$ cat src/inc/wdt_pkg.sv
// Shared constants, types and helpers for the watchdog timer block
package wdt_pkg;

	// Clocking: clk_sys stands in for the oscillator
	localparam int unsigned CLK_PERIOD_NS = 8;
	localparam int unsigned MC_DIV = 12;
	localparam logic [3:0] MC_LAST = 4'(MC_DIV - 1);

	// Widths of prescaler and main counter
	localparam int unsigned PRE_W = 13;
	localparam int unsigned CNT_W = 8;

	// Shortest tap period is 64 machine cycles, i.e. 6 low bits
	localparam int unsigned TAP_BASE = 6;

	// Length of the system reset pulse, rounded up to whole cycles
	localparam int unsigned RST_PULSE_NS = 128;
	localparam int unsigned RST_PULSE_CYC = (RST_PULSE_NS + CLK_PERIOD_NS - 1) / CLK_PERIOD_NS;
	localparam logic [4:0] RST_PULSE_LAST = 5'(RST_PULSE_CYC - 1);

	// Register byte offsets
	localparam logic [4:0] OFS_CTRL = 5'h00;
	localparam logic [4:0] OFS_RELOAD = 5'h04;
	localparam logic [4:0] OFS_FEED = 5'h08;
	localparam logic [4:0] OFS_COUNT = 5'h0C;
	localparam logic [4:0] OFS_PRESC = 5'h10;

	// Control register field positions
	localparam int unsigned CTRL_SEL_LSB = 5;
	localparam int unsigned CTRL_RUN_BIT = 2;
	localparam int unsigned CTRL_FLAG_BIT = 1;
	localparam int unsigned CTRL_MODE_BIT = 0;

	// Reset values
	localparam logic [2:0] RST_SEL = 3'h0;
	localparam logic [7:0] RST_RELOAD = 8'hFF;
	localparam logic RST_RUN = 1'b0;
	localparam logic RST_MODE = 1'b0;

	// Avalon-MM request and response bundles
	typedef struct packed {
		logic read;
		logic write;
		logic [4:0] address;
		logic [31:0] writedata;
		logic [3:0] byteenable;
	} wdt_avs_req_type;

	typedef struct packed {
		logic [31:0] readdata;
		logic waitrequest;
	} wdt_avs_rsp_type;

	// Mask of prescaler low bits that must be all ones for a tap
	function automatic logic [PRE_W-1:0] wdt_tap_mask(input logic [2:0] sel);
		logic [31:0] ones;
		ones = (32'h1 << (TAP_BASE + 32'(sel))) - 32'h1;
		wdt_tap_mask = ones[PRE_W-1:0];
	endfunction

endpackage

$ cat src/hw/wdt_prescaler.sv
// Thirteen-bit machine-cycle prescaler with selectable tap pulse
`timescale 1ns/10ps
`default_nettype none
module wdt_prescaler
	import wdt_pkg::*;
(
	input wire logic clk_sys,
	input wire logic rst,
	input wire logic mc_en,
	input wire logic clear,
	input wire logic [2:0] sel,
	output logic [PRE_W-1:0] count_q,
	output logic tap_q
);

	// Tap fires when the selected low bits roll over
	wire logic [PRE_W-1:0] mask_w;
	wire logic tap_w;
	assign mask_w = wdt_tap_mask(sel);
	assign tap_w = mc_en && !clear && ((count_q & mask_w) == mask_w);

	// Clear beats increment so a feed restarts the interval cleanly
	always_ff @(posedge clk_sys)
	begin
		if (rst)
		begin
			count_q <= '0;
			tap_q <= 1'b0;
		end
		else
		begin
			if (clear)
				count_q <= '0;
			else if (mc_en)
				count_q <= count_q + 13'h0001;
			tap_q <= tap_w;
		end
	end
endmodule
`default_nettype wire

$ cat src/hw/wdt_watchdog.sv
// Watchdog timer top: machine-cycle divider, main counter, Avalon-MM registers
//
// Decided for this implementation: the Avalon-MM slave port and the address map.
`timescale 1ns/10ps
`default_nettype none
module wdt_watchdog
	import wdt_pkg::*;
(
	input wire logic clk_sys,
	input wire logic rst,
	input wire wdt_avs_req_type avs_req,
	output var wdt_avs_rsp_type avs_rsp,
	output logic sys_reset_q,
	output logic timeout_q
);

	// Machine-cycle divider state
	logic [3:0] mc_cnt_q;
	logic mc_en_q;

	// Software-visible state
	logic [2:0] sel_q;
	logic run_q;
	logic mode_q;
	logic [CNT_W-1:0] reload_q;
	logic [CNT_W-1:0] cnt_q;
	logic [CNT_W-1:0] cnt_d;

	// Reset pulse stretcher
	logic [4:0] rst_cnt_q;

	// Prescaler outputs
	wire logic [PRE_W-1:0] pre_count_w;
	wire logic tap_w;

	// Bus decode; a write lands in the cycle waitrequest is low
	wire logic req_w;
	wire logic wr_acc_w;
	wire logic be0_w;
	wire logic wr_ctrl_w;
	wire logic wr_reload_w;
	wire logic feed_w;
	assign req_w = avs_req.read || avs_req.write;
	assign wr_acc_w = avs_req.write && !avs_rsp.waitrequest;
	assign be0_w = avs_req.byteenable[0];
	assign wr_ctrl_w = wr_acc_w && be0_w && (avs_req.address == OFS_CTRL);
	assign wr_reload_w = wr_acc_w && be0_w && (avs_req.address == OFS_RELOAD);
	// Any accepted write to the feed word triggers a reload, whatever its byte enables
	assign feed_w = wr_acc_w && (avs_req.address == OFS_FEED);

	// Read multiplexer; unmapped offsets read as zero
	wire logic [7:0] ctrl_rd_w;
	wire logic [31:0] rdata_w;
	assign ctrl_rd_w = {sel_q, 2'b00, run_q, timeout_q, mode_q};
	assign rdata_w =
		(avs_req.address == OFS_CTRL) ? {24'h000000, ctrl_rd_w} :
		(avs_req.address == OFS_RELOAD) ? {24'h000000, reload_q} :
		(avs_req.address == OFS_COUNT) ? {24'h000000, cnt_q} :
		(avs_req.address == OFS_PRESC) ? {19'h00000, pre_count_w} :
		32'h00000000;

	// Counter reaching zero while running is an expiry
	wire logic expire_w;
	wire logic dec_w;
	assign expire_w = run_q && (cnt_q == 8'h00);
	assign dec_w = run_q && tap_w;

	// Main counter next value; feed outranks expiry and decrement
	always_comb
	begin
		if (feed_w)
			cnt_d = reload_q;
		else if (expire_w)
			cnt_d = reload_q;
		else if (dec_w)
			cnt_d = cnt_q - 8'h01;
		else
			cnt_d = cnt_q;
	end

	// Divide clk_sys by twelve into a one-cycle machine-cycle enable
	always_ff @(posedge clk_sys)
	begin
		if (rst)
		begin
			mc_cnt_q <= 4'h0;
			mc_en_q <= 1'b0;
		end
		else
		begin
			mc_cnt_q <= (mc_cnt_q == MC_LAST) ? 4'h0 : mc_cnt_q + 4'h1;
			mc_en_q <= (mc_cnt_q == MC_LAST);
		end
	end

	// Prescaler and tap; cleared by the feed
	wdt_prescaler u_pre (
		.clk_sys(clk_sys),
		.rst(rst),
		.mc_en(mc_en_q),
		.clear(feed_w),
		.sel(sel_q),
		.count_q(pre_count_w),
		.tap_q(tap_w)
	);

	// Avalon slave: one wait cycle, read data captured at request start
	always_ff @(posedge clk_sys)
	begin
		if (rst)
		begin
			avs_rsp.waitrequest <= 1'b1;
			avs_rsp.readdata <= 32'h00000000;
		end
		else
		begin
			avs_rsp.waitrequest <= !(req_w && avs_rsp.waitrequest);
			if (avs_req.read && avs_rsp.waitrequest)
				avs_rsp.readdata <= rdata_w;
		end
	end

	// Control and reload registers
	always_ff @(posedge clk_sys)
	begin
		if (rst)
		begin
			sel_q <= RST_SEL;
			run_q <= RST_RUN;
			mode_q <= RST_MODE;
			reload_q <= RST_RELOAD;
		end
		else
		begin
			if (wr_ctrl_w)
			begin
				sel_q <= avs_req.writedata[CTRL_SEL_LSB +: 3];
				run_q <= avs_req.writedata[CTRL_RUN_BIT];
				mode_q <= avs_req.writedata[CTRL_MODE_BIT];
			end
			if (wr_reload_w)
				reload_q <= avs_req.writedata[CNT_W-1:0];
		end
	end

	// Timeout flag: expiry wins over a software clear in the same cycle
	always_ff @(posedge clk_sys)
	begin
		if (rst)
			timeout_q <= 1'b0;
		else if (expire_w)
			timeout_q <= 1'b1;
		else if (wr_ctrl_w && !avs_req.writedata[CTRL_FLAG_BIT])
			timeout_q <= 1'b0;
	end

	// Main down-counter
	always_ff @(posedge clk_sys)
	begin
		if (rst)
			cnt_q <= RST_RELOAD;
		else
			cnt_q <= cnt_d;
	end

	// Stretch the system reset so the rest of the chip sees it clearly
	always_ff @(posedge clk_sys)
	begin
		if (rst)
		begin
			sys_reset_q <= 1'b0;
			rst_cnt_q <= 5'h00;
		end
		else if (expire_w && mode_q)
		begin
			sys_reset_q <= 1'b1;
			rst_cnt_q <= RST_PULSE_LAST;
		end
		else if (rst_cnt_q != 5'h00)
			rst_cnt_q <= rst_cnt_q - 5'h01;
		else
			sys_reset_q <= 1'b0;
	end
endmodule
`default_nettype wire

$ cat config.mk
export PLATFORM = sky130hd
export DESIGN_NAME = wdt_watchdog
export DESIGN_NICKNAME = d
export VERILOG_FILES = /design/src/inc/wdt_pkg.sv /design/src/hw/wdt_prescaler.sv /design/src/hw/wdt_watchdog.sv
export SDC_FILE = /design/constraint.sdc
export NUM_CORES = 1
export LEC_CHECK = 0
export BUFFER_PORTS_ARGS = -buffer_cell sky130_fd_sc_hd__buf_2
export CAP_MARGIN = 15
export CORE_ASPECT_RATIO = 0.5
export CORE_MARGIN = 8
export CORE_UTILIZATION = 53
export DETAILED_ROUTE_END_ITERATION = 7
export PLACE_DENSITY = 0.86
export SKIP_LAST_GASP = 1
export SLEW_MARGIN = 15
export SYNTH_ARGS = -nofsm -noshare
export SYNTH_HDL_FRONTEND = slang
export SYNTH_SLANG_ARGS = --single-unit
$ cat constraint.sdc
create_clock -name clk_sys -period 2.68 [get_ports clk_sys]
set_input_delay 0.268 -clock clk_sys [delete_from_list [all_inputs] [get_ports clk_sys]]
set_output_delay 0.268 -clock clk_sys [all_outputs]
set_load 0.005 [all_outputs]
---- After elaboration in Yosys (flattened, before gate mapping) ----
Cells that the tools add are included.
operators by class
  equal/unequal tests ..................... 7
  shift-type cells ........................ 1
  mux-type cells .......................... 13
  bitwise gates (word level) .............. 1
  reduce and logical (&&, ||, !) cells .... 27
  $add $sub $neg .......................... 6
operator list
  cell                   count
  $mux 13                4
  $shl 1x32->13 const A  1
  $mux 8                 3
  $add 13x1->13 const B  1
  $and 13x13->13         1
  $eq 13x13->1           1
  $logic_and 1x1->1      13
  $sub 13x1->13 const B  1
  $eq 5x4->1 const B     2
  $logic_not 8->1        1
  $mux 4                 2
  $sub 8x1->8 const B    1
  $reduce_or 2->1        3
  $eq 5x3->1 const B     1
  $eq 5x5->1 const B     1
  $logic_not 5->1        1
  $reduce_bool 5->1      1
  $sub 5x1->5 const B    1
  $add 3x3->4 const A    1
  $add 4x1->4 const B    1
  $eq 4x4->1 const B     1
  $logic_not 1->1        4
  $mux 1                 4
  $reduce_bool 2->1      2
  other kinds (3)        3
word-level totals
  output and inout bits ................... 35
  logic and storage cells ................. 70
  flip-flop bits (word level) ............. 80
  input bits .............................. 45

---- Logic depth before layout (Yosys ltp) ----
Gate-level depths: netlist of the first run.
  depth after elaboration ................. 7
  mapped depth ............................ 7

---- Modules after synthesis ----
From an unflattened synthesis of the first run, not the netlist that was laid out.
unflattened totals
  cell total of the unflattened synthesis .. 388
  area, all modules ....................... 3,335.7 um^2
modules (own cells, without submodules)
  module         area an instance (um^2)  cells each  instances
  wdt_watchdog   2,334.7                  274         1
  wdt_prescaler  1,001.0                  114         1

---- Worst setup path before layout of the first run ----
No wires, ideal clock.
  path type ............................... flip-flop to flip-flop
  from .................................... register cnt_q[0]
  to ...................................... register cnt_q[1]
  required time ........................... 2.528 ns
  library setup time ...................... 0.152 ns
  arrival ................................. 1.750 ns
  stages on the path, launching flop included .. 8
  period minus slack after synthesis ...... 1.902 ns
  slack ................................... 0.778 ns
  cell sequence ........................... dfxtp_1 -> inv_1 -> ha_1 -> or3b_1 -> clkbuf_2 -> or3b_2 -> nand2_1 -> o311ai_0
between the ends
  longest elaborated chain between the ends .. 4
  elaborated cells between the ends (all ways) .. 7
  classes of those cells .................. add/sub (1); mux (3); reduce/logical (3)
ends and longest elaborated chain
  element                                         RTL line                                text
  from (decl)                                     wdt_watchdog.sv:26                      logic [CNT_W-1:0] cnt_q;
  from (signal assigned)                          wdt_watchdog.sv:163                     cnt_q <= cnt_d;
  $sub 8x1->8 or $logic_not 8->1 (tied branches)  wdt_watchdog.sv:76, wdt_watchdog.sv:65
  $mux 8 or $logic_and 1x1->1 (tied branches)     wdt_watchdog.sv:75, wdt_watchdog.sv:65
  $mux 8                                          wdt_watchdog.sv:73                      else if (expire_w)
  $mux 8                                          wdt_watchdog.sv:71                      if (feed_w)
Several ways; a longest one is shown, not always the timed one. The select of a mux whose other input is x is not followed.
A chain may end at the register's enable or synchronous reset.

---- Worst setup path after layout of the first run ----
Ends and elaborated chain as after synthesis.

==> results of run 1 <==
==> how the worst max path moves through the flow <==
stage / from / to / cells past startpoint
after floorplan: cnt_q[0] / cnt_q[1] / 7
after global placement: cnt_q[0] / cnt_q[1] / 6
after detailed placement: cnt_q[0] / cnt_q[1] / 6
after CTS: cnt_q[0] / cnt_q[1] / 6
after global routing: cnt_q[0] / cnt_q[1] / 6
final: cnt_q[0] / cnt_q[1] / 6
==> power by group <==
part	total (mW)	switching (mW)	internal, mW
combinational	0.264	0.159	0.105
sequential	0.976	0.0298	0.946
clock	1.05	0.432	0.622
==> cell type report <==
class / count / share of cell area (%)
clock buffers: 10 / 6.42
inverters: 11 / 1.16
multi-input cells: 279 / 49.1
flip-flops and latches: 61 / 34.3
clock inverters: 6 / 1.09
repair buffers: 36 / 5.27
well taps: 77 / 2.70
==> critical path: stages, from the launching register on <==
cell and delay, ns:
dfxtp_1 0.36, inv_1 0.11, ha_1 0.19, or3b_1 0.46, or3b_2 0.54, nand2_1 0.26, o311ai_0 0.18
==> synth_stat cells, types with 2 or more instances <==
library cell | n | area share (%)
dfxtp_1 | 61 | 39
nor4b_1 | 4 | 1.1
nor2_1 | 32 | 3.8
nand3_1 | 13 | 2.1
a32oi_1 | 4 | 1.1
a221oi_1 | 2 | 0.55
o21ai_0 | 16 | 2.5
buf_2 | 3 | 0.48
a31oi_1 | 6 | 1.2
nor4_1 | 4 | 0.79
nor3_1 | 9 | 1.4
nor2b_1 | 2 | 0.40
and2_1 | 5 | 0.99
o211ai_1 | 5 | 1.2
inv_1 | 11 | 1.3
nand2b_1 | 4 | 0.79
clkbuf_1 | 13 | 1.5
ha_1 | 10 | 4.0
nand2_1 | 34 | 4.0
buf_4 | 19 | 4.5
a21oi_1 | 16 | 2.5
xnor2_1 | 15 | 4.2
o22ai_1 | 5 | 0.99
a22oi_1 | 3 | 0.71
xor2_1 | 6 | 1.7
and3_1 | 4 | 0.79
or4_1 | 2 | 0.48
or3_1 | 10 | 2.0
nand4_1 | 9 | 1.8
mux2i_1 | 16 | 5.1
nor3b_1 | 5 | 1.2
==> per-layer routing <==
metal | up-vias | share of wire (%) | routed length, um | GRT usage, %
li1 | 1337 | - | - | -
met1 | 1330 | 48 | 4110 | 27.9
met2 | 167 | 40 | 3420 | 26.2
met3 | 7 | 12 | 1000 | 9.22
met4 | 0 | 0.86 | 74 | 6.42
met5 | - | 0 | 0 | 0
==> cell families after synthesis <==
family                     count (synthesis)  synth area share [%]
other                                      1                 0.119
xor gates and xnor gates                  21                  5.83
muxes                                     17                  5.43
adders and majority gates                 10                  3.96
and+or+nand+nor                          146                  24.4
AOI/OAI and AO/OA                         66                  13.6
DFF                                       61                  38.7
buffers and inverters                     47                  8.01
==> stage by stage <==
| step | hold slack (ns) | utilization, % | setup WS, ns |
|---|---|---|---|
| floorplan | 0.384 | - | 0.778 |
| global placement | 0.430 | 55.8 | 0.570 |
| detailed placement | 0.431 | 55.8 | 0.538 |
| CTS | 0.147 | 60.4 | 0.522 |
| global route | 0.159 | 60.4 | 0.337 |
| finish | 0.160 | 60.4 | 0.430 |
==> state kept, by name, summed over array words and instances, names as in the netlist <==
register,count
timeout_q,1
sys_reset_q,1
cnt_q,8
avs_rsp,14
u_pre.count_q,13
mc_en_q,1
reload_q,8
rst_cnt_q,5
u_pre.tap_q,1
mode_q,1
mc_cnt_q,4
sel_q,3
run_q,1
==> layout by cell type (no fill, tap or decap), types with 5 or more instances in the layout <==
cell type	synthesis	routed
or3_1	10	10
a21oi_1	16	16
nand4_1	9	9
clkbuf_16	0	9
dfxtp_1	61	61
buf_2	3	33
o21ai_0	16	16
a31oi_1	6	6
nor3_1	9	9
inv_1	11	11
conb_1	1	19
o211ai_1	5	5
nor3b_1	5	5
ha_1	10	10
nand2_1	34	34
mux2i_1	16	16
xor2_1	6	6
and2_1	5	5
o22ai_1	5	5
nand3_1	13	13
xnor2_1	15	15
nor2_1	32	32
==> flow_summary.toml, run 1 <==
[outcome]
status = "completed"

[placed_design]
dp_hpwl_um = 6310
place_area_sq_um = 3300
portBuffers = 33
gp_congestion = 0.947
dp.cells = 464

[floorplan]
num_rows = 20
core_area_sq_um = 5910
initial_core_util_pct = 53.5
die_h_um = 70.6
ios = 80
fp.dieW_um = 125
die-area_sq_um = 8830

[worst_setup_path]
r2r_slack_ns = 0.43
required_ns = 2.88
cp-end-kind = "register"
cp_max_fo = 6
cp-start-kind = "register"
r2r_end = "cnt_q[1]"
criticalPathCategory = "register to register"
reg2reg_depth = 6
r2r-start = "cnt_q[0]"
cp.arrival_ns = 2.45

[sta]
finalSetupTns_ns = 0
maxSlewViolCount = 0
slew_headroom_pct = 44.5
min_period_ns = 2.25
tightest_slew_ns = 0.820
finalCritPeriodShare_pct = 83.9
skew_ns = 0.00623
setup_violations = 0
hold_viol_final = 0
max_freq_mhz = 444
grt_setup_unrepaired = "no"

[job]
drv_cap = 0

[clock_network]
cts_buffers = 9
cts_hold_buf = 0
ctsResizeCount = 0
h-tree-depth = 3
clock-root-buffer = "clkbuf_16"
clock_latency_ns = 0.34
tritoncts = "done"
clock-sinks = 61
postCtsSetupBuffers = 0
clockBufferDepth = 2
cts.clk_slew.worst_paths_ns = 0.06

[synthesis]
yosysUniqueCellTypes = 52
syn-mean-instance-area_sq_um = 8.55
syn_area_sq_um = 3160
ys_warn_count = 0
ys_ff_latch = 61
synthCells = 369
async_reset_ff_share_pct = 0
synth_edf_count = 0
yosysSeqAreaShare_pct = 38.7
ys_dominant_reg_cell = "dfxtp_1"

[detailed_routing]
wirelength_um = 8610
firstDrtPassIters = 5
dr.first_iter.drc_count = 343
vias = 2841
viasPerCell = 5.92
wl_per_cell_um = 17.9
antenna_left = 0
drc = 0

[grt]
grt_usage_pct = 20.0
grt_pass1_wl_um = 13900
grt_max_degree = 30
antenna_found_initial = 0
overflow = 0
first_global_vias = 2685

[layout]
fin_area_sq_um = 3560
drive_gt1_share_pct = 14.1
layout.cells.non_filler = 480
nets = 453
multiInputGateArea_sq_um = 1750
area_growth_pct = 12.9
regArea_sq_um = 1220
nFillCells = 557
antenna_cells = 0

[power_and_ir_drop]
irDropWorstVdd_uv = 492
powerDensity_nw_per_um2 = 644
p_leak_nw = 1.39
p_total_mw = 2.29

[min_path]
hold_path_end = "avs_rsp[0]"
hp-class = "primary input to register"
hold_path_depth = 2
worstHoldStart = "avs_req[42]"
Power figures use the tool's default switching activity.
==> run 2: changes to the inputs <==
==> constraint.sdc (replaced) <==
create_clock -name clk_sys -period 2.1 [get_ports clk_sys]
set_input_delay 0.21 -clock clk_sys [delete_from_list [all_inputs] [get_ports clk_sys]]
set_output_delay 0.21 -clock clk_sys [all_outputs]
set_load 0.005 [all_outputs]
==> run 2 against run 1 <==
Against the previous run:
- via count is 1.6% higher
- register-to-register slack worse by 0.35 ns
- sequential power up 27%
- fmax up 11%
- die area is the same
- clock skew is 0.00067 ns higher
- critical path depth unchanged
- utilization rose by 1.8 points
- count of clock-buffer cells in the layout increased by 1
- critical endpoint unchanged
- highest routed layer unchanged
==> flow_summary.toml, run 2 (synthesized netlist as in run 1, its figures left out) <==
[floorplan]
core_area_sq_um = 5910
initial_core_util_pct = 53.5
ios = 80
fp.dieW_um = 125
die_h_um = 70.6
num_rows = 20
die-area_sq_um = 8830

[sta]
grt_setup_unrepaired = "yes"
min_period_ns = 2.02
finalSetupTns_ns = 0
setup_violations = 0
hold_slack_ns = 0.0958
max_freq_mhz = 495
tightest_slew_ns = 0.615
hold_viol_final = 0
fin_ws_ns = 0.0818
maxSlewViolCount = 0
skew_ns = 0.00690
finalCritPeriodShare_pct = 96.1
slew_headroom_pct = 58.9

[power_and_ir_drop]
pwr-share-comb_pct = 12.4
clkPwrFrac_pct = 46.2
irDropWorstVdd_uv = 943
p_int_mw = 2.22
powerDensity_nw_per_um2 = 819
p_leak_nw = 1.46
p_sw_uw = 783
seqPwrFrac_pct = 41.4
switching_share_pct = 26.0

[layout]
mostFrequentLayoutCell = "dfxtp_1"
layout_common_cells = "dfxtp_1 (61), nand2_1 (33), buf_2 (33), nor2_1 (32), conb_1 (19)"
multiInputGateArea_sq_um = 1750
antenna_cells = 0
regMostFlops = "avs_rsp"
largest_reg_flops = 14
reg_top3 = "avs_rsp (14), u_pre.count_q (13)"
drive_gt1_share_pct = 16.9
nets = 464
area_growth_pct = 16.3
regArea_sq_um = 1220
nFillCells = 516

[worst_setup_path]
slowest_stage = "or3b_2"
cp-start-kind = "register"
cp_max_fo = 6
r2r_slack_ns = 0.08
required_ns = 2.29
max_stage_delay_ns = 0.52
reg2reg_depth = 6
cp-end-kind = "register"
criticalPathCategory = "register to register"
cp.arrival_ns = 2.21
worstPathCellList = "inv_1 > ha_1 > or3b_1 > or3b_2 > nand2_2 > o311ai_0"

[min_path]
hp-class = "primary input to register"
hold_path_depth = 3

[outcome]
status = "completed"

[clock_network]
clock_latency_ns = 0.33
cts_hold_buf = 0
clock-root-buffer = "clkbuf_16"
cts.clk_slew.worst_paths_ns = 0.05
cts_buffers = 9
h-tree-depth = 3
clock-sinks = 61
clockBufferDepth = 2
tritoncts = "done"

[grt]
overflow = 0
antenna_found_initial = 0
grt_usage_pct = 19.8
grt_pass1_wl_um = 13700
first_global_vias = 2663
grt_max_degree = 29

[detailed_routing]
drc = 0
wl_per_cell_um = 17.4
viasPerCell = 5.88
vias = 2886
firstDrtPassIters = 5
dr.max_layer_used = "met4"
met3_length_um = 1060
antenna_left = 0
wirelength_um = 8550
dr_wl_met2_um = 3310
met1_length_um = 4020
dr.first_iter.drc_count = 284

[placed_design]
portBuffers = 33
dpl_worst_slack_ns = 0.0483
dp_hpwl_um = 6520
gp_congestion = 0.959

[job]
drv_cap = 0
run 2: path summary, 6_finish.rpt:
path,startpoint,endpoint
setup / recovery,cnt_q[0],cnt_q[1]
hold / removal,avs_req[7],reload_q[3]
setup reg to reg,cnt_q[0],cnt_q[1]
hold reg to reg,mc_cnt_q[0],mc_cnt_q[0]
run 2: critical path, delay by kind of cell, from the launching register on:
family	cells	cell delay (ns)
adder cells (fa/ha/maj)	1	0.17
buffers and inverters	1	0.09
flip-flops	1	0.32
AND/OR/NAND/NOR	3	1.13
AO/OA/AOI/OAI	1	0.16
run 2: cell type report:
| class | instances | share of cell area [%] |
|---|---|---|
| timing repair buffer | 47 | 7.36 |
| clock buffer | 11 | 6.89 |
| inverter | 11 | 1.13 |
| clock inverter | 5 | 0.921 |
| sequential | 61 | 33.3 |
| multi-input combinational | 279 | 47.8 |
| tap | 77 | 2.63 |
run 2: power groups by stage:
stage               clock (mW)  sequential (mW)  combinational [mW]
floorplan                    0             1.26               0.272
global placement             0             1.26               0.339
detailed placement           0             1.27               0.360
CTS                       1.42             1.24               0.361
global route              1.46             1.25               0.414
finish                    1.39             1.24               0.372
run 2: what timing repair did:
item,4_1_cts,5_1_grt
endpoints found under the setup margin,0,5
gates resized for setup,0,2
setup buffers,0,0
hold endpoints to repair,0,0
run 2: routing by layer:
layer | GRT usage, % | vias to the layer above
met2 | 26.7 | 156
met3 | 10.1 | 18
met5 | 0 | -
li1 | - | 1366
met1 | 26.2 | 1346
met4 | 7.09 | 0
run 2: per-stage QoR:
stage	cells	power [mW]	utilization, %	instance area (sq um)
2_1_floorplan	387	1.53	-	3220
3_3_place_gp	475	1.60	57.2	3380
3_5_place_dp	475	1.63	57.2	3380
4_1_cts	491	3.02	62.1	3670
5_1_grt	491	3.12	62.1	3670
6_report	491	3.01	62.1	3670
==> run 3: changes to the inputs <==
--- a/config.mk
+++ b/config.mk
@@ -12,7 +12,7 @@
 export CORE_UTILIZATION = 53
 export DETAILED_ROUTE_END_ITERATION = 7
 export PLACE_DENSITY = 0.86
-export SKIP_LAST_GASP = 1
+export REMOVE_ABC_BUFFERS = 1
 export SLEW_MARGIN = 15
 export SYNTH_ARGS = -nofsm -noshare
 export SYNTH_HDL_FRONTEND = slang
==> run 3 against run 2 <==
Against the previous run:
- total power up 6.3%
- clock power up 14%
- setup slack worse by 0.038 ns
- die area unchanged
- global-route usage up 0.95 points
- sequential cell count unchanged
==> flow_summary.toml, run 3 (synthesized netlist as in run 1, its figures left out) <==
[sta]
finalSetupTns_ns = 0
tightest_slew_ns = 0.604
slew_headroom_pct = 59.3
maxSlewViolCount = 0
min_period_ns = 2.06
max_freq_mhz = 486
hold_viol_final = 0
finalCritPeriodShare_pct = 97.9
fin_ws_ns = 0.0436
skew_ns = 0.00399
grt_setup_unrepaired = "no"
setup_violations = 0

[layout]
mostFrequentLayoutCell = "dfxtp_1"
nets = 470
antenna_cells = 0
layout.cells.non_filler = 496
largest_reg_flops = 14
layout_common_cells = "dfxtp_1 (61), nand2_1 (33), buf_2 (33), nor2_1 (32)"
multiInputGateArea_sq_um = 1750
regMostFlops = "avs_rsp"
regArea_sq_um = 1220
reg_top3 = "avs_rsp (14), u_pre.count_q (13)"
nFillCells = 516
area_growth_pct = 18.9
drive_gt1_share_pct = 17.7

[min_path]
hp-class = "primary input to register"
worstHoldStart = "avs_req[8]"

[power_and_ir_drop]
irDropWorstVdd_uv = 617
p_leak_nw = 1.50
p_total_mw = 3.20
powerDensity_nw_per_um2 = 851

[clock_network]
cts_buffers = 9
h-tree-depth = 3
clock_latency_ns = 0.34
clock-sinks = 61
cts.clk_slew.worst_paths_ns = 0.05
clock-root-buffer = "clkbuf_16"
tritoncts = "done"
cts_hold_buf = 0
clockBufferDepth = 2

[worst_setup_path]
slowest_stage = "or3b_2"
cp_max_fo = 6
required_ns = 2.28
crit_family = "simple AND/OR/NAND/NOR gates"
r2r-start = "cnt_q[0]"
cp.arrival_ns = 2.24
critPathBufInv = 1
criticalPathCategory = "register to register"
cp-end-kind = "register"
cp-start-kind = "register"
critPathLaunch = "cnt_q[0]"
worstPathCellList = "inv_1 > ha_1 > or3b_1 > or3b_2 > nand2_2 > o311ai_0"
max_stage_delay_ns = 0.54

[floorplan]
die-area_sq_um = 8830
num_rows = 20
core_area_sq_um = 5910
initial_core_util_pct = 53.5
fp.dieW_um = 125
ios = 80
die_h_um = 70.6

[grt]
first_global_vias = 2837
grt_usage_pct = 20.8
overflow = 0
grt_max_degree = 29
antenna_found_initial = 0
grt_pass1_wl_um = 14400

[detailed_routing]
vias = 2894
firstDrtPassIters = 5
dr.first_iter.drc_count = 273
viasPerCell = 5.83
wl_per_cell_um = 18.0
antenna_left = 0
drc = 0
wirelength_um = 8950

[placed_design]
dp.cells = 481
dpl_worst_slack_ns = 0.0736
gp_congestion = 1.00
portBuffers = 33
dp_hpwl_um = 6620

[job]
drv_cap = 0

[outcome]
status = "completed"
-- run 3: changes by cell type in the layout (fill, tap and decap cells not counted) --
cell,change
inv_6,-1
clkbuf_8,-1
a2111oi_0,+1
clkinvlp_4,-1
clkinv_2,-1
buf_4,+5
buf_12,+1
a2111oi_1,-1
clkbuf_1,+1
bufinv_16,+2
-- run 3: stage by stage --
step	area, sq um	hold slack [ns]	utilization, %
finish	3750	0.0937	63.6
CTS	3750	0.0855	63.5
global route	3750	0.103	63.6
detailed placement	3440	0.435	58.2
global placement	3440	0.424	58.2
floorplan	3010	0.279	-
-- run 3: final timing paths --
| path | to | slack (ns) | cells after the start |
|---|---|---|---|
| worst min register to register | avs_rsp[9] | 0.45 | 2 |
| worst max-delay path | cnt_q[1] | 0.04 | 6 |
| worst min-delay path | reload_q[4] | 0.09 | 3 |
| worst max register to register | cnt_q[1] | 0.04 | 6 |
-- run 3: what timing repair did --
action,4_1_cts,5_1_grt
gates resized for setup,0,1
endpoints found under the setup margin,0,3
setup buffers,0,0
-- run 3: worst reg2reg max path, delay by kind of cell, from the launching register on --
family,cells,cell delay [ns]
AND/OR/NAND/NOR,3,1.15
flip-flops,1,0.31
adder cells (fa/ha/maj),1,0.19
AO/OA/AOI/OAI,1,0.18
buffers and inverters,1,0.09
-- run 3: layout make-up --
class                   count  share of cell area (%)
clock buffers              11                    6.46
repair buffers             53                    8.73
clock inverters             4                    1.93
flip-flops and latches     61                    32.5
inverters                  11                    1.10
well taps                  77                    2.57
multi-input cells         279                    46.7
-- run 3: layer usage --
layer  wire length (um)  track usage [%]  vias up  share of wire, %
met4                148             9.22        0               1.7
met5                  0                0        -                 0
li1                   -                -     1377                 -
met3               1140             10.0       15                13
met2               3790             29.5      150                42
met1               3870             26.0     1352                43
-- run 3: power by group --
part           total [mW]  internal [mW]  switching (mW)
logic               0.375          0.160           0.215
registers            1.25           1.21          0.0369
clock network        1.58           1.06           0.515
total                3.20           2.43           0.767
